==> config.mk <==
export PLATFORM = sky130hd
export DESIGN_NAME = sgs_selector
export DESIGN_NICKNAME = d
export VERILOG_FILES = /design/src/hw/sgs_pkg.sv /design/src/hw/sgs_selector.sv
export SDC_FILE = /design/constraint.sdc
export NUM_CORES = 1
export LEC_CHECK = 0
export BUFFER_PORTS_ARGS = -buffer_cell sky130_fd_sc_hd__buf_2
export CAP_MARGIN = 20
export CORE_UTILIZATION = 35
export DETAILED_ROUTE_END_ITERATION = 8
export SYNTH_ARGS = -nofsm -noshare
export SYNTH_HDL_FRONTEND = slang
export SYNTH_SLANG_ARGS = --single-unit
==> constraint.sdc <==
create_clock -name clk_sys -period 5.2 [get_ports clk_sys]
set_input_delay 1.04 -clock clk_sys [delete_from_list [all_inputs] [get_ports clk_sys]]
set_output_delay 1.04 -clock clk_sys [all_outputs]
set_load 0.01 [all_outputs]
==> src/hw/sgs_pkg.sv <==
// Purpose: constants and types of the parameter group selector
// Assumes: one clock, avalon-mm register access
// Notes: group index 0..7 stands for groups 1..8
package sgs_pkg;
    localparam int unsigned NGRP        = 8;
    localparam logic [4:0]  OFS_CTRL    = 5'h00;
    localparam logic [4:0]  OFS_MODE    = 5'h04;
    localparam logic [4:0]  OFS_FORCE   = 5'h08;
    localparam logic [4:0]  OFS_REMOTE  = 5'h0c;
    localparam logic [4:0]  OFS_LOCAL   = 5'h10;
    localparam logic [4:0]  OFS_STATUS  = 5'h14;
    localparam logic [4:0]  OFS_EVENTS  = 5'h18;
    localparam int unsigned CTRL_OVR    = 0;
    localparam int unsigned CTRL_USED_L = 4;
    localparam logic [2:0]  USED_RST    = 3'h1;
    localparam logic [2:0]  ACTIVE_RST  = 3'h0;
    localparam logic [7:0]  MODE_RST    = 8'h00;
    localparam logic [3:0]  SEL_NONE    = 4'h0;

    typedef struct packed {
        logic        read;
        logic        write;
        logic [4:0]  address;
        logic [31:0] writedata;
    } sgs_av_req_t;

    typedef struct packed {
        logic grp_enabled;
        logic grp_disabled;
        logic req_on;
        logic req_off;
        logic remote_chg;
        logic local_chg;
        logic force_chg;
        logic fail_unconf;
        logic fail_force;
        logic fail_lower;
        logic active_chg;
    } sgs_evt_t;

    localparam int unsigned EVT_W = $bits(sgs_evt_t);
endpackage : sgs_pkg

==> src/hw/sgs_selector.sv <==
// Purpose: parameter group selection with fixed priority and override
// Assumes: request inputs synchronous to clk_sys
// Notes: registers over avalon-mm, one wait state per access
`timescale 1ns/1ps
module sgs_selector #(
    parameter int unsigned NG = sgs_pkg::NGRP
) (
    input  wire logic                      clk_sys,
    input  wire logic                      arst_n,
    input  wire sgs_pkg::sgs_av_req_t      av_req,
    output logic [31:0]                    av_readdata,
    output logic                           av_waitrequest,
    input  wire logic [NG-1:0]             grp_req_in,
    output logic [2:0]                     active_group,
    output logic [NG-1:0]                  active_onehot,
    output sgs_pkg::sgs_evt_t              evt_pulse
);
    function automatic logic [2:0] first_idx(input logic [7:0] v);
        logic [2:0] r;
        r = 3'h0;
        for (int i = 7; i >= 0; i--) begin
            if (v[i]) begin
                r = 3'(i);
            end
        end
        return r;
    endfunction : first_idx

    function automatic logic [7:0] sel_onehot(input logic [3:0] s);
        logic [7:0] r;
        r = 8'h00;
        if (s != sgs_pkg::SEL_NONE && s <= 4'h8) begin
            r[3'(s - 4'h1)] = 1'b1;
        end
        return r;
    endfunction : sel_onehot

    // bits of all groups of lower priority than the highest one held
    function automatic logic [7:0] below_first(input logic [7:0] v);
        logic [7:0] r;
        logic       seen;
        r    = 8'h00;
        seen = 1'b0;
        for (int i = 0; i < 8; i++) begin
            r[i] = seen;
            seen = seen | v[i];
        end
        return r;
    endfunction : below_first

    localparam int unsigned EVT_W = sgs_pkg::EVT_W;

    logic              ack_reg;
    logic [31:0]       rdata_reg;
    logic              ovr_reg;
    logic [2:0]        used_reg;
    logic [7:0]        mode_reg;
    logic [3:0]        force_reg;
    logic [3:0]        remote_reg;
    logic [3:0]        local_reg;
    logic [2:0]        active_reg;
    logic [2:0]        active_next;
    logic [7:0]        req_d_reg;
    logic              multi_d_reg;
    logic              ovr_d_reg;
    logic [7:0]        en_d_reg;
    logic [EVT_W-1:0]  sticky_reg;
    sgs_pkg::sgs_evt_t evt_reg;
    sgs_pkg::sgs_evt_t evt_next;

    wire        acc      = av_req.read | av_req.write;
    wire        wr_go    = av_req.write & ack_reg;
    wire        rd_load  = av_req.read & ~ack_reg;
    wire [3:0]  wsel     = av_req.writedata[3:0];
    wire        wr_ctrl  = wr_go && av_req.address == sgs_pkg::OFS_CTRL;
    wire        wr_mode  = wr_go && av_req.address == sgs_pkg::OFS_MODE;
    wire        wr_force = wr_go && av_req.address == sgs_pkg::OFS_FORCE;
    wire        wr_rem   = wr_go && av_req.address == sgs_pkg::OFS_REMOTE;
    wire        wr_loc   = wr_go && av_req.address == sgs_pkg::OFS_LOCAL;
    wire        wr_evt   = wr_go && av_req.address == sgs_pkg::OFS_EVENTS;
    wire [2:0]  used_wr  = av_req.writedata[sgs_pkg::CTRL_USED_L +: 3];

    // a zero count falls back to one group
    wire [2:0]  used_n   = (used_reg == 3'h0) ? 3'h1 : used_reg;
    wire [7:0]  en_mask  = 8'((9'h001 << used_n) - 9'h001);
    wire        multi    = used_n > 3'h1;

    wire [7:0]  req      = grp_req_in;
    wire [7:0]  rise     = req & ~req_d_reg;
    wire [7:0]  fall     = ~req & req_d_reg;
    wire [7:0]  lvl_held = req & mode_reg & en_mask;
    // held levels are re-applied when the logic wakes or override drops
    wire        reapply  = (multi & ~multi_d_reg) | (~ovr_reg & ovr_d_reg);
    wire [7:0]  lvl_app  = reapply ? lvl_held : (rise & mode_reg);
    wire [7:0]  pls_app  = rise & ~mode_reg;
    wire [7:0]  rem_oh   = wr_rem ? sel_onehot(wsel) : 8'h00;
    wire [7:0]  loc_oh   = wr_loc ? sel_onehot(wsel) : 8'h00;
    wire [7:0]  cand_raw = lvl_app | pls_app | rem_oh | loc_oh;
    wire [7:0]  blocked  = below_first(lvl_held);
    wire [7:0]  cand     = cand_raw & en_mask & ~blocked;
    wire        auto_ok  = multi & ~ovr_reg & (|cand);
    wire [2:0]  winner   = first_idx(cand);
    wire [7:0]  frc_oh   = wr_force ? sel_onehot(wsel) : 8'h00;
    wire        frc_ok   = multi & ovr_reg & (|(frc_oh & en_mask));
    wire        frc_bad  = (|frc_oh) & ~ovr_reg;
    wire        man_bad  = ovr_reg & (wr_rem | wr_loc);
    wire        unconf   = |((cand_raw | frc_oh) & ~en_mask);
    wire        lower    = ~ovr_reg & (|(cand_raw & en_mask & blocked));

    always_comb begin
        active_next = active_reg;
        if (!multi) begin
            active_next = sgs_pkg::ACTIVE_RST;
        end else if (frc_ok) begin
            active_next = first_idx(frc_oh);
        end else if (auto_ok) begin
            active_next = winner;
        end else if (!en_mask[active_reg]) begin
            active_next = sgs_pkg::ACTIVE_RST;
        end
        // no new request leaves the last group in place, forced or not, while that group stays enabled
    end

    always_comb begin
        evt_next              = '0;
        evt_next.grp_enabled  = |(en_mask & ~en_d_reg);
        evt_next.grp_disabled = |(~en_mask & en_d_reg);
        evt_next.req_on       = |rise;
        evt_next.req_off      = |fall;
        evt_next.remote_chg   = wr_rem & auto_ok & (|(rem_oh & cand));
        evt_next.local_chg    = wr_loc & auto_ok & (|(loc_oh & cand));
        evt_next.force_chg    = frc_ok;
        evt_next.fail_unconf  = unconf;
        evt_next.fail_force   = frc_bad | man_bad;
        evt_next.fail_lower   = lower;
        evt_next.active_chg   = active_next != active_reg;
    end

    wire [31:0] status_w = {8'h00, en_mask, lvl_held, 5'h00, active_reg};
    wire [31:0] ctrl_w   = {25'h0, used_n, 3'h0, ovr_reg};
    wire [31:0] rd_mux   =
        (av_req.address == sgs_pkg::OFS_CTRL)   ? ctrl_w :
        (av_req.address == sgs_pkg::OFS_MODE)   ? {24'h0, mode_reg} :
        (av_req.address == sgs_pkg::OFS_FORCE)  ? {28'h0, force_reg} :
        (av_req.address == sgs_pkg::OFS_REMOTE) ? {28'h0, remote_reg} :
        (av_req.address == sgs_pkg::OFS_LOCAL)  ? {28'h0, local_reg} :
        (av_req.address == sgs_pkg::OFS_STATUS) ? status_w :
        (av_req.address == sgs_pkg::OFS_EVENTS) ? 32'(sticky_reg) : 32'h0;
    // set beats clear for sticky event bits
    wire [EVT_W-1:0] clr_w  = wr_evt ? av_req.writedata[EVT_W-1:0] : '0;
    wire [EVT_W-1:0] stk_nx = (sticky_reg & ~clr_w) | evt_next;

    always_ff @(posedge clk_sys or negedge arst_n) begin
        if (!arst_n) begin
            ack_reg   <= 1'b0;
            rdata_reg <= 32'h0;
        end else begin
            ack_reg   <= acc & ~ack_reg;
            rdata_reg <= rd_load ? rd_mux : rdata_reg;
        end
    end

    always_ff @(posedge clk_sys or negedge arst_n) begin
        if (!arst_n) begin
            ovr_reg    <= 1'b0;
            used_reg   <= sgs_pkg::USED_RST;
            mode_reg   <= sgs_pkg::MODE_RST;
            force_reg  <= sgs_pkg::SEL_NONE;
            remote_reg <= sgs_pkg::SEL_NONE;
            local_reg  <= sgs_pkg::SEL_NONE;
        end else begin
            if (wr_ctrl) begin
                ovr_reg  <= av_req.writedata[sgs_pkg::CTRL_OVR];
                used_reg <= used_wr;
            end
            if (wr_mode) begin
                mode_reg <= av_req.writedata[7:0];
            end
            if (wr_force) begin
                force_reg <= wsel;
            end
            if (wr_rem) begin
                remote_reg <= wsel;
            end
            if (wr_loc) begin
                local_reg <= wsel;
            end
        end
    end

    always_ff @(posedge clk_sys or negedge arst_n) begin
        if (!arst_n) begin
            active_reg  <= sgs_pkg::ACTIVE_RST;
            req_d_reg   <= 8'h00;
            multi_d_reg <= 1'b0;
            ovr_d_reg   <= 1'b0;
            en_d_reg    <= 8'h01;
            evt_reg     <= '0;
            sticky_reg  <= '0;
        end else begin
            active_reg  <= active_next;
            req_d_reg   <= req;
            multi_d_reg <= multi;
            ovr_d_reg   <= ovr_reg;
            en_d_reg    <= en_mask;
            evt_reg     <= evt_next;
            sticky_reg  <= stk_nx;
        end
    end

    assign av_waitrequest = acc & ~ack_reg;
    assign av_readdata    = rdata_reg;
    assign active_group   = active_reg;
    assign active_onehot  = NG'(8'h01 << active_reg);
    assign evt_pulse      = evt_reg;

    property p_idle;
        @(posedge clk_sys) disable iff (!arst_n)
        !multi |=> active_reg == 3'h0;
    endproperty
    a_idle: assert property (p_idle) else $error("idle selector left group 1");

    property p_onehot;
        @(posedge clk_sys) disable iff (!arst_n)
        $onehot(active_onehot) && active_onehot[active_group];
    endproperty
    a_onehot: assert property (p_onehot) else $error("active group not one-hot");

    property p_override;
        @(posedge clk_sys) disable iff (!arst_n)
        multi && ovr_reg && !wr_force && en_mask[active_reg] |=> $stable(active_reg);
    endproperty
    a_override: assert property (p_override) else $error("group moved under override");

    property p_force;
        @(posedge clk_sys) disable iff (!arst_n)
        multi && ovr_reg && wr_force && wsel != 4'h0 && wsel <= {1'b0, used_n}
            |=> active_reg == $past(3'(wsel - 4'h1));
    endproperty
    a_force: assert property (p_force) else $error("forced group not applied");

    property p_grp1_level;
        @(posedge clk_sys) disable iff (!arst_n)
        multi && !ovr_reg && lvl_held[0] && active_reg == 3'h0 |=> active_reg == 3'h0;
    endproperty
    a_grp1_level: assert property (p_grp1_level) else $error("group 1 level lost");

    property p_hold;
        @(posedge clk_sys) disable iff (!arst_n)
        multi && cand_raw == 8'h00 && !wr_force && !reapply && en_mask[active_reg]
            ##1 !wr_force && cand_raw == 8'h00 |=> $stable(active_reg);
    endproperty
    a_hold: assert property (p_hold) else $error("group changed with no request");

    property p_reclaim;
        @(posedge clk_sys) disable iff (!arst_n)
        multi && $fell(ovr_reg) && lvl_held != 8'h00 && !wr_force
            |=> active_reg == first_idx($past(cand));
    endproperty
    a_reclaim: assert property (p_reclaim) else $error("level did not retake control");

    property p_unconf;
        @(posedge clk_sys) disable iff (!arst_n)
        wr_rem && (rem_oh & en_mask) == 8'h00 && rem_oh != 8'h00 |-> evt_next.fail_unconf
            ##1 evt_pulse.fail_unconf;
    endproperty
    a_unconf: assert property (p_unconf) else $error("unconfigured request not flagged");

    property p_prio;
        @(posedge clk_sys) disable iff (!arst_n)
        auto_ok && !frc_ok && cand[0] |=> active_reg == 3'h0;
    endproperty
    a_prio: assert property (p_prio) else $error("group 1 request lost priority");

    c_force: cover property (@(posedge clk_sys) disable iff (!arst_n) frc_ok);
    c_block: cover property (@(posedge clk_sys) disable iff (!arst_n) lower ##1 evt_pulse.fail_lower);
    c_reclaim: cover property (@(posedge clk_sys) disable iff (!arst_n)
        $fell(ovr_reg) && lvl_held != 8'h00);
    c_remote: cover property (@(posedge clk_sys) disable iff (!arst_n) evt_next.remote_chg);
endmodule : sgs_selector

======== Word-level counts from Yosys, hierarchy flattened ========
Cells that the tools add are included.
cells by class
  $add $sub $neg .......................... 2
  $lt $le $gt $ge ......................... 5
  equality and inequality tests ........... 7
  shifts and indexed selects .............. 2
  muxes and demuxes ....................... 38
  bitwise gates (word level) .............. 57
  reduce and logical (&&, ||, !) cells .... 22
operators by type and width
  operator             count
  $mux 24              6
  $and 8x8->8          15
  $reduce_or 8->1      11
  $mux 3               21
  $not 8->8            6
  $mux 8               5
  $or 8x8->8           4
  $mux 11              2
  $and 1x1->1          16
  $shl 1x3->8 const A  2
  $eq 5x5->1 const B   3
  $and 11x11->11       1
  $not 11->11          1
  $or 11x11->11        1
  $eq 5x4->1 const B   2
  $or 1x1->1           10
  $logic_and 1x1->1    8
  $lt 3x4->1 const B   2
  $sub 8x1->8 const B  1
  $eq 5x3->1 const B   1
  $logic_not 5->1      1
  $le 4x4->1 const B   1
  $reduce_bool 4->1    1
  $bmux 1 s3           1
  other kinds (8)      11
word-level totals
  register bits ........................... 100
  bits of input ports ..................... 49

======== Logic depth before layout (Yosys ltp) ========
  depth in word-level cells ............... 26
  depth in mapped cells ................... 13
  gate-level depth less buffers ........... 11

======== Worst setup path before layout ========
OpenSTA, ideal clock, no wires.
  path type ............................... input-to-reg
  from .................................... input port av_req[0] (netlist bit)
  to ...................................... register sticky_reg[0]
  library setup time ...................... 144 ps
  arrival ................................. 3,360 ps
  required time ........................... 5,056 ps
  slack ................................... 1,695 ps
  cell stages on the path ................. 11
  buffers on the path ..................... 1
  path through ............................ buf_2 > clkinv_1 > ha_1 > nor2b_1 > nor3_4 > nand3_2 > a2111o_1 > o221a_2 > o211a_1 > o32ai_2 > nand4_1
on the way
  longest elaborated chain between the ends .. 24
  elaborated cells on any way between the ends .. 46
  those cells by class .................... add/sub: 1; order compare: 3; eq/ne: 1; mux: 26; bitwise: 10; reduce/logical: 5
RTL lines
  item                                                                   line                 RTL
  start, declared                                                        sgs_selector.sv:10   input wire sgs_pkg::sgs_av_req_t av_req,
  $sub 3x1->3                                                            sgs_selector.sv:33   r[3'(s - 4'h1)] = 1'b1;
  $lt 3x4->1 (implied by the code) / $ge 3x1->1 (equally long branches)  sgs_selector.sv:33
  $logic_and 1x1->1 (implied by the code)                                sgs_selector.sv:33
  $mux 1 (implied by the code)                                           sgs_selector.sv:33
  $demux 1 s3                                                            sgs_selector.sv:33
  $mux 8                                                                 sgs_selector.sv:32   if (s != sgs_pkg::SEL_NONE && s <= 4'h8) begin
  $mux 8                                                                 sgs_selector.sv:96   wire [7:0] rem_oh = wr_rem ? sel_onehot(wsel) : 8'h00;
  $or 8x8->8 (2 in series)                                               sgs_selector.sv:98   wire [7:0] cand_raw = lvl_app | pls_app | rem_oh | loc_oh;
  $and 8x8->8 (2 in series)                                              sgs_selector.sv:100  wire [7:0] cand = cand_raw & en_mask & ~blocked;
  $mux 3 (8 in series)                                                   sgs_selector.sv:22   if (v[i]) begin
  $mux 3                                                                 sgs_selector.sv:116  end else if (auto_ok) begin
  $mux 3                                                                 sgs_selector.sv:114  end else if (frc_ok) begin
  $mux 3                                                                 sgs_selector.sv:112  if (!multi) begin
  $ne 3x3->1                                                             sgs_selector.sv:136  evt_next.active_chg = active_next != active_reg;
  $or 11x11->11 *                                                        sgs_selector.sv:151  wire [EVT_W-1:0] stk_nx = (sticky_reg & ~clr_w) | evt_next;
  net stk_nx[0]                                                          sgs_selector.sv:151
  end signal, assigned                                                   sgs_selector.sv:207  sticky_reg <= stk_nx;
  end, declared                                                          sgs_selector.sv:67   logic [EVT_W-1:0] sticky_reg;
The timed path passes the listed nets; every way through them passes the cells marked *.
A chain may end at the register's enable or synchronous reset.

======== Worst setup path in the final report ========
Same ends and word-level chain as after synthesis.

==> out/results.tsv <==
metric	value	unit
cts.sinks	92	
cp.arrival	4270	ps
diodes	0	
synth_ff_type	dfrtp_1	
drc	0	
rsz0062_at_grt	false	
grt_pass1_wl	24.07	mm
tightest_slew	914.9	ps
hp-class	register to register	
cellLeakagePower	2.760	nW
cp_max_fo	18	
post-dp-hpwl	11.82	mm
setup_violations	0	
grt_antenna_before_repair	0	
largest_register_ffs	24	
fmax	245.9	MHz
cts_buffers	9	
cts.clk_slew.worst_paths	60	ps
core_area	14100	sq um
crit_path_end_kind	register	
final_cell_mix	dfrtp_1, nand2_1, buf_2, o21ai_0, nor2_1	
grt_pass1_vias	4120	
synth_area_per_cell	9.434	sq um
crit_type	primary input to register	
ios	104	
drive_gt1_share	22.11	%
drt-initial-drc-count	409	
viasPerCell	5.660	
fin_tns_setup	0	ps
syn_to_final_growth	15.57	%
peakVddDrop	0.2068	mV
synth_warnings	0	
hold_buffers	0	
ys_ff_latch	92	
insertion_delay	350	ps
final_antenna_net_count	0	
finClkSkew	7.319	ps
num-nets-final	661	
yosys-top-cells-area	dfrtp_1, nand2_1, mux2_2, o21ai_0, a21oi_1	
dieArea	15210	sq um
relSlewSlack	38.54	%
io_buffers	74	
slew_violations	0	
die_y	123.3	um
hold_viol	0	
cts_tree	built	
critPathRequiredTime	5400	ps
post_drt_wl_per_cell	19.76	um
powerDensity	355.7	nW/um^2
post-route-period-util	78.20	%
cts_setup_buffers	0	
min_period	4066	ps
synth_cells	546	
hold-worst-slack	472.4	ps
vias	4500	
synth_top_area_share	43.72	%
final_util	42.23	%
clockRootBuffer	clkbuf_16	
yosys.area.top_type	dfrtp_1	
first_pass_iters	6	
ys_async_sr_fraction	100.0	%
total_power	2.117	mW
htree_levels	3	
cts_buffer_depth	2	
synth_cell_types	80	
wl	15.71	mm
cts_resized	0	
overflow	0	
grt_usage	21.73	%
cap_violations	0	
netlist_area	5151	sq um
start_util	36.54	%
seq_area_frac_synth	44.74	%
final_common_cell	dfrtp_1	
rows	43	
gp_congestion	0.9097	
cp-start-kind	primary input	
synth_edf_count	0	
outcome	completed	
grt_max_degree	53	
die_x	123.3	um
-- through the flow --
| stage | worst slack [ps] | instances | area [sq um] |
|---|---|---|---|
| after floorplan | 1695 | 555 | 5185 |
| after global placement | 849.9 | 778 | 5629 |
| after detailed placement | 900.3 | 779 | 5634 |
| after CTS | 1263 | 795 | 5953 |
| after global routing | 972.1 | 795 | 5953 |
| final | 1134 | 795 | 5953 |
-- final cells by class --
cell class	count	area [sq um]
Clock buffer	12	246.5
Clock inverter	4	72.57
Timing Repair Buffer	80	415.4
Tap cell	180	225.2
Multi-Input combinational cell	403	2596
Sequential cell	92	2305
Fill cell	1416	8143
Inverter	24	92.59
-- cells by family (layout without fill, tap and decap cells) --
logic type      count (synthesis)  in the layout  share of synthesized area [%]
xor+xnor                        3              3                         0.8746
simple gates                  192            192                          19.53
mux                            25             25                          5.368
compound gates                169            169                          23.15
other cells                     2             11                         0.1458
fa+ha+maj                       3              3                         0.6800
buf+inv                        60            120                          5.514
flops                          92             92                          44.74
-- per-layer routing --
metal,up-vias,GRT usage [%],wire length (um)
met2,173,32.19,7009
met5,-,0,0
li1,2099,-,-
met1,2198,30.41,7227
met3,30,4.520,1007
met4,0,9.639,468
-- report_power, final --
| group | internal [mW] | switching [mW] |
|---|---|---|
| clock network | 0.434 | 0.271 |
| logic | 0.194 | 0.331 |
| registers | 0.792 | 0.0954 |
-- Yosys cell counts, drive strengths merged (3+ instances only) --
cell type and n:
dfrtp 90, nand2 75, o21ai 42, nor2 28, a21oi 24, inv 23
mux2 21, clkbuf 19, buf 17, nor2b 14, a21o 12, nand3 12
and2 11, nor3 11, o22ai 11, o31ai 10, and3 9, a211oi 7
a22o 7, nand2b 7, nor3b 7, o211ai 6, a221oi 5, o21a 5
a21boi 4, a32o 4, mux2i 4, nand3b 4, a311oi 3, a31oi 3
nor4 3, o211a 3, or3 3
-- worst max-delay path, cell delays in order --
cell and delay [ps]:
buf_2 290, clkinv_1 320, ha_1 590, nor2_1 460
nand3_2 160, a2111o_1 530, nand3_1 220, o21ai_2 190
a221oi_2 330, nand4_1 130
-- worst paths after layout --
check / startpoint / end / slack [ps] / cells after the start
hold / removal: av_readdata[17]$_DFFE_PN0P_ / av_readdata[17]$_DFFE_PN0P_ / 470 / 2
setup / recovery: av_req[0] / sticky_reg[0]$_DFF_PN0_ / 1130 / 10
max in group asynchronous: arst_n / req_d_reg[4]$_DFF_PN0_ / 3480 / 2
min in group asynchronous: arst_n / force_reg[2]$_DFFE_PN0P_ / 730 / 1
hold reg to reg: av_readdata[17]$_DFFE_PN0P_ / av_readdata[17]$_DFFE_PN0P_ / 470 / 2
setup reg to reg: used_reg[1]$_DFFE_PN0P_ / sticky_reg[0]$_DFF_PN0_ / 1540 / 11
Power figures use the tool's default switching activity.
